## src/common/hue_pkg.sv

```systemverilog
// Purpose: constants and carriers for the host uart emulation registers
// Assumes: 8-bit host and local register ports, one clock
// Notes: local offsets are the low byte of the local address
package hue_pkg;

	// host offsets
	localparam logic [2:0] HOST_DATA = 3'h0;
	localparam logic [2:0] HOST_IER = 3'h1;
	localparam logic [2:0] HOST_LCR = 3'h3;
	localparam logic [2:0] HOST_LSR = 3'h5;
	localparam logic [2:0] HOST_MSR = 3'h6;
	localparam logic [2:0] HOST_SCR = 3'h7;

	// local offsets (low byte)
	localparam logic [7:0] LOC_RXDATA = 8'hf0;
	localparam logic [7:0] LOC_IER = 8'hf1;
	localparam logic [7:0] LOC_TXDATA = 8'hf2;
	localparam logic [7:0] LOC_LSR = 8'hf5;
	localparam logic [7:0] LOC_MSR = 8'hf6;
	localparam logic [7:0] LOC_SCR = 8'hf7;
	localparam logic [7:0] LOC_DLL = 8'hf8;
	localparam logic [7:0] LOC_DLM = 8'hf9;
	localparam logic [7:0] LOC_CTRL = 8'hfa;

	// field positions
	localparam int LCR_DIVSEL = 7;
	localparam int CTRL_RXTMR_EN = 0;

	// reset values
	localparam logic [7:0] RST_BYTE = 8'h00;
	localparam logic [3:0] RST_NIB = 4'h0;

	// receive timer interval
	localparam int RX_TIMER_NS = 1000;
	localparam int CLK_NS = 10;
	localparam int RX_TIMER_CYC = (RX_TIMER_NS + CLK_NS - 1) / CLK_NS;
	localparam int FIFO_DEPTH = 4;

	// register bus request
	typedef struct packed {
		logic rd;
		logic wr;
		logic [7:0] addr;
		logic [7:0] wdata;
	} hue_req_t;

endpackage

```

## src/verilog/hue_fifo.sv

```systemverilog
// Purpose: small receive queue
// Assumes: single clock, synchronous reset
// Notes: full and empty are exact
`timescale 1ns/100ps
`default_nettype none
module hue_fifo #(
	parameter int WIDTH = 8,
	parameter int DEPTH = 4
) (
	// clock and reset
	input wire logic mclk,
	input wire logic rst,
	// fill side
	input wire logic inValid,
	output logic inReady,
	input wire logic [WIDTH-1:0] inData,
	// drain side
	output logic outValid,
	input wire logic outReady,
	output logic [WIDTH-1:0] outData
);
	localparam int AW = $clog2(DEPTH);
	logic [WIDTH-1:0] mem [DEPTH];
	logic [AW-1:0] wrPtr_q;
	logic [AW-1:0] rdPtr_q;
	logic [AW:0] count_q;
	logic push;
	logic pop;

	assign inReady = (count_q != DEPTH[AW:0]);
	assign outValid = (count_q != '0);
	assign outData = mem[rdPtr_q];
	assign push = inValid && inReady;
	assign pop = outValid && outReady;

	always_ff @(posedge mclk) begin
		if (push) begin
			mem[wrPtr_q] <= inData;
		end
	end

	always_ff @(posedge mclk) begin
		if (rst) begin
			wrPtr_q <= '0;
			rdPtr_q <= '0;
			count_q <= '0;
		end else begin
			if (push) begin
				wrPtr_q <= (wrPtr_q == AW'(DEPTH - 1)) ? '0 : wrPtr_q + 1'b1;
			end
			if (pop) begin
				rdPtr_q <= (rdPtr_q == AW'(DEPTH - 1)) ? '0 : rdPtr_q + 1'b1;
			end
			if (push && !pop) begin
				count_q <= count_q + 1'b1;
			end else if (pop && !push) begin
				count_q <= count_q - 1'b1;
			end
		end
	end
endmodule
`default_nettype wire

```

## src/verilog/hue_regs.sv

```systemverilog
// Purpose: host uart emulation register file
// Assumes: host and local ports are single-cycle strobes on mclk
// Notes: local side writes modem inputs, rx bytes and error shadows
//
// Contract
// - data-ready sets at once without timer
// - timer delays host data-ready; shadow immediate
// - both flags clear when queue emptied
// - enable bits 7..4 read zero
// - modem deltas with enable bit 3 interrupt
// - line errors with enable bit 2 interrupt
// - holding-empty with enable bit 1 interrupt
// - data-ready or timeout with bit 0 interrupt
// - carrier change sets delta bit 3
// - ring falling edge sets bit 2
// - dsr/cts change sets bits 1/0
// - host modem-status read clears deltas
// - enable reg host rw, local read
// - scratch host rw, local read, no irq
// - low divisor at 00 when selected
// - high divisor at 01 when selected
// - host divisor write interrupts local processor
// - host line-status read clears errors
`timescale 1ns/100ps
`default_nettype none
module hue_regs #(
	parameter int RX_TIMER = hue_pkg::RX_TIMER_CYC,
	parameter int DEPTH = hue_pkg::FIFO_DEPTH
) (
	// clock and reset
	input wire logic mclk,
	input wire logic rst,
	// host register port
	input wire hue_pkg::hue_req_t hostReq,
	output logic [7:0] hostRdata,
	output logic hostIrq,
	// local processor register port
	input wire hue_pkg::hue_req_t locReq,
	output logic [7:0] locRdata,
	output logic locIrq,
	input wire logic locIrqAck,
	// receive queue fill status
	output logic rxReady
);
	logic [7:0] ier_q;
	logic [7:0] scr_q;
	logic [7:0] dll_q;
	logic [7:0] dlm_q;
	logic [7:0] lcr_q;
	logic [7:0] txHold_q;
	logic transmit_holding_empty_q;
	logic [3:0] msrIn_q;
	logic [3:0] msrDelta_q;
	logic [3:0] errShadow_q;
	logic [3:0] err_q;
	logic [7:0] ctrl_q;
	logic drHost_q;
	logic [15:0] rxTmr_q;
	logic rxTimeout_q;
	logic locIrq_q;
	logic [7:0] hostRdata_q;
	logic [7:0] locRdata_q;
	logic divSel;
	logic hostRd;
	logic hostWr;
	logic locRd;
	logic locWr;
	logic rxPush;
	logic rxPop;
	logic rxValid;
	logic [7:0] rxData;
	logic rxEmptyNext;
	logic [3:0] msrNew;
	logic [3:0] deltaSet;
	logic [2:0] h;
	logic [7:0] l;
	localparam int CW = $clog2(DEPTH) + 1;
	logic [CW-1:0] rxCount_q;
	logic rxAccept;
	logic rxTmrEn;
	logic rxTmrDone;

	assign h = hostReq.addr[2:0];
	assign l = locReq.addr;
	assign hostRd = hostReq.rd;
	assign hostWr = hostReq.wr;
	assign locRd = locReq.rd;
	assign locWr = locReq.wr;
	assign divSel = lcr_q[hue_pkg::LCR_DIVSEL];

	////////////////////////////////////////////////////////////////////
	// receive queue
	assign rxPush = locWr && (l == hue_pkg::LOC_RXDATA);
	assign rxPop = hostRd && !divSel && (h == hue_pkg::HOST_DATA) && rxValid;

	hue_fifo #(.WIDTH(8), .DEPTH(DEPTH)) rxQueue (
		.mclk(mclk),
		.rst(rst),
		.inValid(rxPush),
		.inReady(rxReady),
		.inData(locReq.wdata),
		.outValid(rxValid),
		.outReady(rxPop),
		.outData(rxData)
	);
	assign rxAccept = rxPush && rxReady;
	// last byte leaving and none arriving
	assign rxEmptyNext = rxPop && !rxAccept && (rxCount_q == CW'(1));
	assign rxTmrEn = ctrl_q[hue_pkg::CTRL_RXTMR_EN];
	assign rxTmrDone = (rxTmr_q == 16'h0001);

	// occupancy kept beside the queue
	always_ff @(posedge mclk) begin
		if (rst) begin
			rxCount_q <= '0;
		end else if (rxAccept && !rxPop) begin
			rxCount_q <= rxCount_q + 1'b1;
		end else if (rxPop && !rxAccept) begin
			rxCount_q <= rxCount_q - 1'b1;
		end
	end

	////////////////////////////////////////////////////////////////////
	// data-ready with receive timer
	always_ff @(posedge mclk) begin
		if (rst || !rxTmrEn) begin
			rxTmr_q <= '0;
		end else if (rxPush) begin
			rxTmr_q <= 16'(RX_TIMER);
		end else if (rxTmr_q != '0) begin
			rxTmr_q <= rxTmr_q - 16'h0001;
		end
	end

	// host-visible flag
	always_ff @(posedge mclk) begin
		if (rst) begin
			drHost_q <= 1'b0;
		end else if (!rxTmrEn) begin
			drHost_q <= rxPush || (rxValid && !rxEmptyNext);
		end else if (rxEmptyNext) begin
			drHost_q <= 1'b0;
		end else if (rxTmrDone && !rxPush) begin
			drHost_q <= rxValid;
		end
	end

	// timeout: interval ran out with data
	always_ff @(posedge mclk) begin
		if (rst || !rxTmrEn || rxPush) begin
			rxTimeout_q <= 1'b0;
		end else if (rxTmrDone) begin
			rxTimeout_q <= rxValid && !rxEmptyNext;
		end else if (rxPop) begin
			rxTimeout_q <= 1'b0;
		end
	end

	////////////////////////////////////////////////////////////////////
	// host writable registers
	always_ff @(posedge mclk) begin
		if (rst) begin
			ier_q <= hue_pkg::RST_BYTE;
			scr_q <= hue_pkg::RST_BYTE;
			dll_q <= hue_pkg::RST_BYTE;
			dlm_q <= hue_pkg::RST_BYTE;
			lcr_q <= hue_pkg::RST_BYTE;
		end else if (hostWr) begin
			unique case (h)
				hue_pkg::HOST_DATA: begin
					if (divSel) begin
						dll_q <= hostReq.wdata;
					end
				end
				hue_pkg::HOST_IER: begin
					if (divSel) begin
						dlm_q <= hostReq.wdata;
					end else begin
						ier_q <= {4'h0, hostReq.wdata[3:0]};
					end
				end
				hue_pkg::HOST_LCR: lcr_q <= hostReq.wdata;
				hue_pkg::HOST_SCR: scr_q <= hostReq.wdata;
				default: ;
			endcase
		end
	end

	// transmit holding byte from host
	always_ff @(posedge mclk) begin
		if (rst) begin
			txHold_q <= hue_pkg::RST_BYTE;
			transmit_holding_empty_q <= 1'b1;
		end else if (hostWr && !divSel && h == hue_pkg::HOST_DATA) begin
			txHold_q <= hostReq.wdata;
			transmit_holding_empty_q <= 1'b0;
		end else if (locRd && l == hue_pkg::LOC_TXDATA) begin
			transmit_holding_empty_q <= 1'b1;
		end
	end

	////////////////////////////////////////////////////////////////////
	// local processor interrupt and control
	always_ff @(posedge mclk) begin
		if (rst) begin
			locIrq_q <= 1'b0;
		end else if (hostWr && divSel &&
			(h == hue_pkg::HOST_DATA || h == hue_pkg::HOST_IER)) begin
			locIrq_q <= 1'b1;
		end else if (locIrqAck) begin
			locIrq_q <= 1'b0;
		end
	end
	assign locIrq = locIrq_q;

	always_ff @(posedge mclk) begin
		if (rst) begin
			ctrl_q <= hue_pkg::RST_BYTE;
		end else if (locWr && l == hue_pkg::LOC_CTRL) begin
			ctrl_q <= locReq.wdata;
		end
	end

	////////////////////////////////////////////////////////////////////
	// modem status
	// local writes modem inputs
	assign msrNew = (locWr && l == hue_pkg::LOC_MSR) ?
		locReq.wdata[7:4] : msrIn_q;
	assign deltaSet[3] = msrNew[3] ^ msrIn_q[3];
	assign deltaSet[2] = msrIn_q[2] && !msrNew[2];
	assign deltaSet[1] = msrNew[1] ^ msrIn_q[1];
	assign deltaSet[0] = msrNew[0] ^ msrIn_q[0];

	always_ff @(posedge mclk) begin
		if (rst) begin
			msrIn_q <= hue_pkg::RST_NIB;
			msrDelta_q <= hue_pkg::RST_NIB;
		end else begin
			msrIn_q <= msrNew;
			if (hostRd && h == hue_pkg::HOST_MSR) begin
				msrDelta_q <= deltaSet;
			end else begin
				msrDelta_q <= msrDelta_q | deltaSet;
			end
		end
	end

	////////////////////////////////////////////////////////////////////
	// line errors: shadow then host copy
	always_ff @(posedge mclk) begin
		if (rst) begin
			errShadow_q <= hue_pkg::RST_NIB;
		end else if (locWr && l == hue_pkg::LOC_LSR) begin
			errShadow_q <= {locReq.wdata[4:2], 1'b0};
		end else if (rxPush) begin
			errShadow_q <= hue_pkg::RST_NIB;
		end
	end

	always_ff @(posedge mclk) begin
		if (rst) begin
			err_q <= hue_pkg::RST_NIB;
		end else begin
			err_q <= ((hostRd && h == hue_pkg::HOST_LSR) ? 4'h0 : err_q) |
				(rxPush ? {errShadow_q[3:1], !rxReady} : 4'h0);
		end
	end

	////////////////////////////////////////////////////////////////////
	// host interrupt
	always_comb begin
		hostIrq = 1'b0;
		if (ier_q[3] && (msrDelta_q != 4'h0)) hostIrq = 1'b1;
		if (ier_q[2] && (err_q != 4'h0)) hostIrq = 1'b1;
		if (ier_q[1] && transmit_holding_empty_q) hostIrq = 1'b1;
		if (ier_q[0] && (drHost_q || rxTimeout_q)) hostIrq = 1'b1;
	end

	////////////////////////////////////////////////////////////////////
	// read data
	always_ff @(posedge mclk) begin
		if (rst) begin
			hostRdata_q <= hue_pkg::RST_BYTE;
		end else if (hostRd) begin
			unique case (h)
				hue_pkg::HOST_DATA: hostRdata_q <= divSel ? dll_q : rxData;
				hue_pkg::HOST_IER: hostRdata_q <= divSel ? dlm_q : ier_q;
				hue_pkg::HOST_LCR: hostRdata_q <= lcr_q;
				hue_pkg::HOST_LSR: hostRdata_q <=
					{1'b0, transmit_holding_empty_q, transmit_holding_empty_q, err_q[3:1], err_q[0], drHost_q};
				hue_pkg::HOST_MSR: hostRdata_q <= {msrIn_q, msrDelta_q};
				hue_pkg::HOST_SCR: hostRdata_q <= scr_q;
				default: hostRdata_q <= hue_pkg::RST_BYTE;
			endcase
		end
	end
	assign hostRdata = hostRdata_q;

	always_ff @(posedge mclk) begin
		if (rst) begin
			locRdata_q <= hue_pkg::RST_BYTE;
		end else if (locRd) begin
			unique case (l)
				hue_pkg::LOC_IER: locRdata_q <= ier_q;
				hue_pkg::LOC_TXDATA: locRdata_q <= txHold_q;
				hue_pkg::LOC_LSR: locRdata_q <=
					{1'b0, transmit_holding_empty_q, transmit_holding_empty_q, errShadow_q[3:1], !rxReady, rxValid};
				hue_pkg::LOC_MSR: locRdata_q <= {msrIn_q, msrDelta_q};
				hue_pkg::LOC_SCR: locRdata_q <= scr_q;
				hue_pkg::LOC_DLL: locRdata_q <= dll_q;
				hue_pkg::LOC_DLM: locRdata_q <= dlm_q;
				hue_pkg::LOC_CTRL: locRdata_q <= ctrl_q;
				default: locRdata_q <= hue_pkg::RST_BYTE;
			endcase
		end
	end
	assign locRdata = locRdata_q;
endmodule
`default_nettype wire
```

## config.mk

```make
export PLATFORM = sky130hd
export DESIGN_NAME = hue_regs
export DESIGN_NICKNAME = d
export VERILOG_FILES = /design/src/common/hue_pkg.sv /design/src/verilog/hue_fifo.sv /design/src/verilog/hue_regs.sv
export SDC_FILE = /design/constraint.sdc
export NUM_CORES = 1
export LEC_CHECK = 0
export ABC_AREA = 1
export BUFFER_PORTS_ARGS = -buffer_cell sky130_fd_sc_hd__buf_2
export CORE_ASPECT_RATIO = 1.2
export CORE_MARGIN = 1.5
export CORE_UTILIZATION = 65
export DETAILED_ROUTE_END_ITERATION = 8
export PLACE_DENSITY = 0.86
export RECOVER_POWER = 25
export SETUP_SLACK_MARGIN = 0.1
export SLEW_MARGIN = 20
export SYNTH_ARGS = -nofsm -noshare
export SYNTH_HDL_FRONTEND = slang
export SYNTH_HIERARCHICAL = 1
export SYNTH_SLANG_ARGS = --single-unit
```

## constraint.sdc

```tcl
create_clock -name mclk -period 4.1 [get_ports mclk]
set_clock_uncertainty 0.15 [all_clocks]
set_input_delay 0.41 -clock mclk [delete_from_list [all_inputs] [get_ports mclk]]
set_output_delay 0.41 -clock mclk [all_outputs]
set_load 0.05 [all_outputs]
```

==> results of run 1 <==
flip-flops by register name, summed over array words and instances, names as in the netlist, 2 cells and up, named ones only:
name,count
hostRdata,8
rxQueue/count_q,3
rxCount_q,3
txHold_q,8
err_q,4
dll_q,8
rxTmr_q,16
rxQueue/wrPtr_q,2
scr_q,8
ctrl_q,8
rxQueue/rdPtr_q,2
lcr_q,8
dlm_q,8
locRdata,8
msrIn_q,4
msrDelta_q,4
ier_q,4
rxQueue/mem,32
errShadow_q,3
routing by layer:
metal	vias up	global-route usage (%)
met5	-	0
met2	340	52.8
met3	110	6.06
met1	2957	37.8
li1	3239	-
met4	0	19.8
per-stage QoR:
step	hold slack, ns	std cells
floorplan	0.274	962
global placement	0.285	1116
detailed placement	0.296	1116
CTS	0.0641	1148
global route	0.114	1148
finish	0.0821	1148
final cells by class:
type,count,area [µm²]
Clock buffer,23,489
Clock inverter,9,78.8
Fill cell,835,2640
Inverter,109,409
Multi-Input combinational cell,676,3310
Sequential cell,147,3260
Tap cell,129,161
Timing Repair Buffer,55,264
power by group through the flow:
stage	Combinational, mW	Sequential, mW	Clock, mW
floorplan	0.0833	1.54	0
global placement	0.141	1.53	0
detailed placement	0.144	1.53	0
CTS	0.146	1.50	1.48
global route	0.162	1.50	1.56
finish	0.147	1.50	1.48
worst paths after layout:
kind,startpoint,endpoint,slack (ns),cells past startpoint
setup / recovery,lcr_q[7]$_SDFFE_PP0P_,rxQueue/count_q[1]$_SDFFE_PP0P_,1.64,9
hold / removal,locIrqAck,locIrq$_SDFFE_PP0P_,0.08,4
setup reg to reg,lcr_q[7]$_SDFFE_PP0P_,rxQueue/count_q[1]$_SDFFE_PP0P_,1.64,9
hold reg to reg,ctrl_q[2]$_SDFFE_PP0P_,ctrl_q[2]$_SDFFE_PP0P_,0.30,2
synth_stat cells, drive strengths merged (6+ instances only):
library cell	n	area, µm²
nand2	205	785
nand4	6	43.8
nand3b	9	67.6
ha	14	175
a21oi	72	368
o22ai	8	50.1
inv	106	398
xor2	8	70.1
dfxtp	115	2300
edfxtp	32	961
clkbuf	8	30.0
nor2	146	613
nand3	84	435
o21ai	98	502
buf	22	138
a22oi	6	45.0
worst max-delay path, stage by stage, from the launching register on:
cell     delay, ns
dfxtp_1       0.38
inv_2         0.36
nand4_1       0.22
inv_1         0.19
nand2_1       0.11
ha_1          0.22
inv_1         0.09
fa_1          0.41
o21ai_0       0.17
nor2_1        0.05
cell families after synthesis:
family	synth area share, %
flip-flops	45.6
AO/OA/AOI/OAI	14.4
AND/OR/NAND/NOR	27.7
buffers and inverters	8.06
adder cells (fa/ha/maj)	2.73
XOR/XNOR	1.47
placed cells by master (no fill, tap or decap), types with 2 or more instances in the layout:
master,n
a31oi_1,2
inv_2,7
a21oi_1,70
nand4_1,5
a22oi_1,6
clkinvlp_4,2
nand3b_1,9
a21oi_2,2
ha_1,14
o22ai_1,8
xnor2_1,4
clkinv_1,3
nand2_1,200
o41ai_1,2
clkbuf_16,18
nor2_1,130
edfxtp_1,32
nor2_4,5
nor2_2,11
o21ai_1,5
inv_1,99
clkbuf_8,2
nor3_1,4
a211oi_1,5
xor2_1,8
nand3_2,3
clkbuf_1,18
nand2_2,5
buf_2,37
o21ai_2,3
dfxtp_1,115
clkinv_2,5
buf_4,3
nand3_1,81
o21ai_0,90
==> impl_results.rst, run 1 <==
.. list-table::
   :header-rows: 1

   * - Metric
     - Value
   * - RSZ-0062 raised after global routing
     - false
   * - Maximum number of pins on one net before global-route repair
     - 60
   * - Diodes inserted
     - 0
   * - Crit path launch type
     - flip-flop
   * - Final wirelength
     - 17.9 mm
   * - Timing-limited maximum frequency
     - 406 MHz
   * - Internal power summed over all cells
     - 2.43 mW
   * - Die extent in x
     - between 90 and 100 µm
   * - Number of hold violations in the final report
     - 0
   * - Synthesized area per cell
     - roughly 7.4 µm²
   * - Number of enable-type register cells in the synthesized netlist
     - 32
   * - Total grt overflow
     - 0
   * - Clock tree root buffer cell
     - clkbuf_16
   * - Sequential Power Share
     - between 40% and 50%
   * - Top metal layer carrying routed signals
     - met4
   * - Synthesized flop and latch total
     - 147
   * - Number of global-route vias before repair
     - 6190
   * - Worst setup path category
     - flip-flop to flip-flop
   * - Number of antenna violations at the first check in global routing
     - 0
   * - Mean routed wirelength per cell
     - roughly 16 µm
   * - Via Count
     - about 6600
   * - Final HPWL DP
     - approximately 12 mm
   * - Total Nets Final
     - 1060
   * - Initial standard-cell utilization of the core
     - roughly two thirds
   * - Sink Count
     - between 100 and 150
   * - Maximum Capacitance Violations
     - 1
   * - Endpoint required time on the critical path
     - around 4.3 ns
   * - Area added between synthesis and finish
     - 11.5%
   * - Post-layout utilization of the core
     - about three quarters
   * - Die height
     - 118 µm
   * - Net switching component of the power
     - ~700 µW
   * - Static leakage
     - between 3 and 4 nW
   * - Worst VDD drop
     - ~320 µV
   * - CTS H-tree depth
     - 4
   * - Post-synthesis instance area
     - 7150 µm²
   * - Std cell rows
     - between 40 and 50
   * - Post-route ant nets
     - 0
   * - Ratio of cells with drive above 1 in the final layout
     - 10.6%
   * - Worst hold path type
     - primary input to flip-flop
   * - Clock-pin slew reported for the worst setup and hold paths after clock tree synthesis
     - roughly 0.060 ns
   * - Top fanout value on the critical path
     - 26
   * - Slew @ Worst Pin
     - just under 2 ns
   * - DR WL met3
     - ~1.3 mm
   * - Hold buffer count at CTS
     - 0
   * - Outcome
     - complete, but fails checks
   * - DRC violations left
     - 5
   * - Detailed-routed wire length on met2
     - 8.59 mm
   * - Quantity of gates resized following cts
     - 0
   * - Final Critical Period
     - around 2.5 ns
   * - Average via count per standard cell
     - between 5 and 6
   * - Violations in the final reports
     - DRC, capacitance limit, slew limit
   * - Final-layout setup total negative slack
     - 0 ns
   * - Overall global routing resource usage
     - roughly a third
   * - Clock latency of the later-clocked register in the worst-skew pair
     - 0.42 ns
   * - Final number of max-transition violations
     - 41
   * - Most instantiated flip-flop cell in the synthesis netlist
     - dfxtp_1
   * - Share of synthesized registers carrying an async set or reset
     - 0%
   * - Final Total Pwr
     - about 3.1 mW
   * - Number of setup violations in the final report
     - 0
   * - CTS tree
     - built
   * - Relative max-transition margin
     - -29.1%
   * - Share of synthesized area occupied by flip-flops and latches
     - between 40 and 50%
   * - Synthesized instance count
     - a little under 1000
   * - Final instance area
     - between 7000 and 8000 µm²
   * - Drt pass-1 iters
     - 9
   * - Number of buffers between clock root and the deepest sink
     - 2
   * - IO Pins
     - just under 60
   * - Area of the die
     - around 12000 µm²
   * - Part of the total power dissipated in the clock network
     - between 40% and 50%
   * - Yosys warning count
     - 6
   * - Final weighted congestion in routability-driven placement
     - approximately 0.96
   * - Number of distinct standard cells referenced by the synthesized netlist
     - 37
   * - Dpl ws
     - between 1 and 1.5 ns
   * - Nets in the synthesized netlist
     - 1016
   * - Port-buffer cells
     - 52
   * - Share of power burned in combinational logic
     - 4.7%
   * - Final clock period utilization by the worst path
     - between 60% and 70%
   * - Cell area power density
     - a little under 400 nW/µm²
   * - Share of total power consumed by net switching
     - between 20% and 30%
   * - Starting DRT DRC Count
     - around 710
   * - Routed metal-1 wire length
     - 6.90 mm
   * - Post-CTS repair timing setup buffer count
     - 0
   * - Post-layout worst setup margin
     - ~1.6 ns
   * - Core ar.
     - about 11000 µm²
   * - WP data arrival
     - roughly 2.6 ns
   * - First-pass GRT wire length
     - ~29 mm
   * - Capturing element type of the critical path
     - flip-flop
   * - Instance area at placement
     - around 7400 µm²
   * - Total clock buffers created by CTS
     - 17
(Power assumes the default switching activity.)
==> inputs of run 2 (changes only) <==
Settings changed: CORE_UTILIZATION 65 to 60, PLACE_DENSITY 0.86 to 0.8.
Clock period 4.1 ns to 2.3 ns, I/O delays scaled along.
==> impl_results.rst, run 2 (same netlist as run 1, synthesis figures left out) <==
.. list-table::
   :header-rows: 1

   * - Metric
     - Value
   * - CTS H-tree depth
     - 4
   * - Relative max-transition margin
     - 56.1%
   * - IO Pins
     - 58
   * - Final HPWL DP
     - 12.7 mm
   * - Max stage delay on crit path
     - approximately 0.38 ns
   * - CTS tree
     - built
   * - Final weighted congestion in routability-driven placement
     - 0.933
   * - Most frequent cell on the critical path
     - inv_1
   * - Outcome
     - complete, but fails checks
   * - Worst path buffer plus inverter count
     - 4
   * - Biggest registers after layout
     - rxQueue/mem x32, rxTmr_q x16
   * - Number of antenna violations at the first check in global routing
     - 0
   * - CP Cell Sequence
     - nor2_4 > nand2_2 > nand4_1 > inv_1 > nand2_1 > ha_2 > inv_1 > fa_1 > inv_1 > nand2_1 > nand3_1 > nand2_1 > inv_1 > nor2_1
   * - Critical Path Slowest Stage Cell
     - fa_1
   * - Average via count per standard cell
     - 5.60
   * - Capturing element type of the critical path
     - flip-flop
   * - Top library cells by usage in the layout, fill and taps aside
     - 198 x nand2_1, 130 x nor2_1, 113 x dfxtp_1
   * - Die extent in x
     - between 100 and 150 µm
   * - Post-route ant nets
     - 0
   * - Timing-limited maximum frequency
     - between 400 and 500 MHz
   * - Post-layout worst setup margin
     - 0.229 ns
   * - Final Critical Period
     - 2.07 ns
   * - Total clock buffers created by CTS
     - 17
   * - Final wirelength
     - about 19 mm
   * - Top fanout value on the critical path
     - 3
   * - Overall global routing resource usage
     - 31.8%
   * - Dpl ws
     - between 0.1 and 0.15 ns
   * - Std cell rows
     - between 40 and 50
   * - Final number of max-transition violations
     - 0
   * - Crit path launch type
     - flip-flop
   * - Final-layout setup total negative slack
     - 0 ns
   * - Mean routed wirelength per cell
     - ~16 µm
   * - WP data arrival
     - around 2.3 ns
   * - Port-buffer cells
     - 52
   * - Clock-pin slew reported for the worst setup and hold paths after clock tree synthesis
     - approximately 0.06 ns
   * - Total grt overflow
     - 0
   * - Slew @ Worst Pin
     - around 0.66 ns
   * - Endpoint required time on the critical path
     - approximately 2.5 ns
   * - Ratio of cells with drive above 1 in the final layout
     - 12.0%
   * - Drt pass-1 iters
     - 8
   * - Core ar.
     - 11600 µm²
   * - First-pass GRT wire length
     - 30.7 mm
   * - Worst setup path category
     - flip-flop to flip-flop
   * - Total Nets Final
     - about 1100
   * - Clock tree root buffer cell
     - clkbuf_16
   * - Flip-flop count of the largest register, all copies and words added
     - 32
   * - Starting DRT DRC Count
     - ~650
   * - Die height
     - about 120 µm
   * - Number of buffers between clock root and the deepest sink
     - 2
   * - Number of setup violations in the final report
     - 0
   * - Maximum Capacitance Violations
     - 0
   * - Area of the die
     - around 13000 µm²
   * - Sink Count
     - 147
   * - Number of hold violations in the final report
     - 1
   * - Maximum number of pins on one net before global-route repair
     - 60
   * - Initial standard-cell utilization of the core
     - 61.8%
   * - Violations in the final reports
     - hold timing
   * - Worst hold path type
     - primary input to flip-flop
   * - Register name with the most flops
     - rxQueue/mem
   * - Area added between synthesis and finish
     - 17.9%
   * - Number of global-route vias before repair
     - 6435
   * - Most common library cell in the layout ignoring fill and taps
     - nand2_1
   * - Diodes inserted
     - 0
   * - Worst VDD drop
     - 503 µV
   * - RSZ-0062 raised after global routing
     - false
   * - Post-CTS repair timing setup buffer count
     - 0
   * - Cell area power density
     - between 700 and 800 nW/µm²
   * - DRC violations left
     - 0
   * - Smallest hold slack
     - -0.000574 ns
   * - Clock latency of the later-clocked register in the worst-skew pair
     - 0.43 ns
   * - Final clock period utilization by the worst path
     - around nine tenths
   * - Via Count
     - just under 7000
   * - Dominant delay contributor by cell family on the critical path
     - simple AND/OR/NAND/NOR gates
   * - Static leakage
     - 3.46 nW
run 2: cell types whose count changed in the layout (fill, tap and decap cells not counted), sizes merged:
cell | previous run | this run
buf | 40 | 54
bufinv | 1 | 5
clkbuf | 38 | 46
clkinv | 9 | 6
clkinvlp | 2 | 0
dlygate4sd3 | 0 | 14
run 2: path summary, 6_finish.rpt:
check	slack, ns	cells past startpoint	end	start
setup / recovery	0.23	14	rxQueue/count_q[2]$_SDFFE_PP0P_	rxQueue/count_q[1]$_SDFFE_PP0P_
hold / removal	-0.0006	3	dlm_q[4]$_SDFFE_PP0P_	hostReq[4]
setup reg to reg	0.23	14	rxQueue/count_q[2]$_SDFFE_PP0P_	rxQueue/count_q[1]$_SDFFE_PP0P_
hold reg to reg	0.31	2	lcr_q[1]$_SDFFE_PP0P_	lcr_q[1]$_SDFFE_PP0P_
run 2: metal layers:
metal / vias up / share of wire, % / track usage, %
met3: 75 / 8.1 / 7.69
li1: 3311 / - / -
met4: 0 / 5.6 / 19.0
met5: - / 0 / 0
met1: 3074 / 40 / 38.0
met2: 318 / 47 / 51.6
run 2: power breakdown:
part / internal (mW) / total [mW] / switching [mW]
Sequential: 2.66 / 2.67 / 0.0163
Clock: 2.08 / 3.14 / 1.07
Combinational: 0.0925 / 0.299 / 0.206
Total: 4.83 / 6.12 / 1.29
run 2: final cells by class:
class,instances,area [µm²]
clock inverters,8,169
fillers,920,3140
multi-input cells,676,3320
repair buffers,91,567
clock buffers,23,500
well taps,157,196
inverters,109,409
flip-flops and latches,147,3270
run 2: what timing repair did:
item,in CTS,in global routing
setup endpoints to repair,0,2
hold endpoints to repair,48,0
hold buffers,14,0
resized for setup,0,7
run 2: metrics by stage:
step	instances	total power, mW	util [%]	cell area, µm²	hold slack [ns]
6_report	1211	6.12	72.9	8430	-0.000574
5_1_grt	1211	6.26	72.9	8430	0.0135
4_1_cts	1211	6.12	73.1	8450	0.00143
3_5_place_dp	1166	3.00	66.1	7640	0.296
3_3_place_gp	1166	3.00	66.1	7640	0.290
2_1_floorplan	962	2.89	-	7160	0.152
run 2: tightest hold or removal path, stage by stage:
cell	delay [ns]
buf_2	0.14
nand3_1	0.09
a21oi_1	0.07
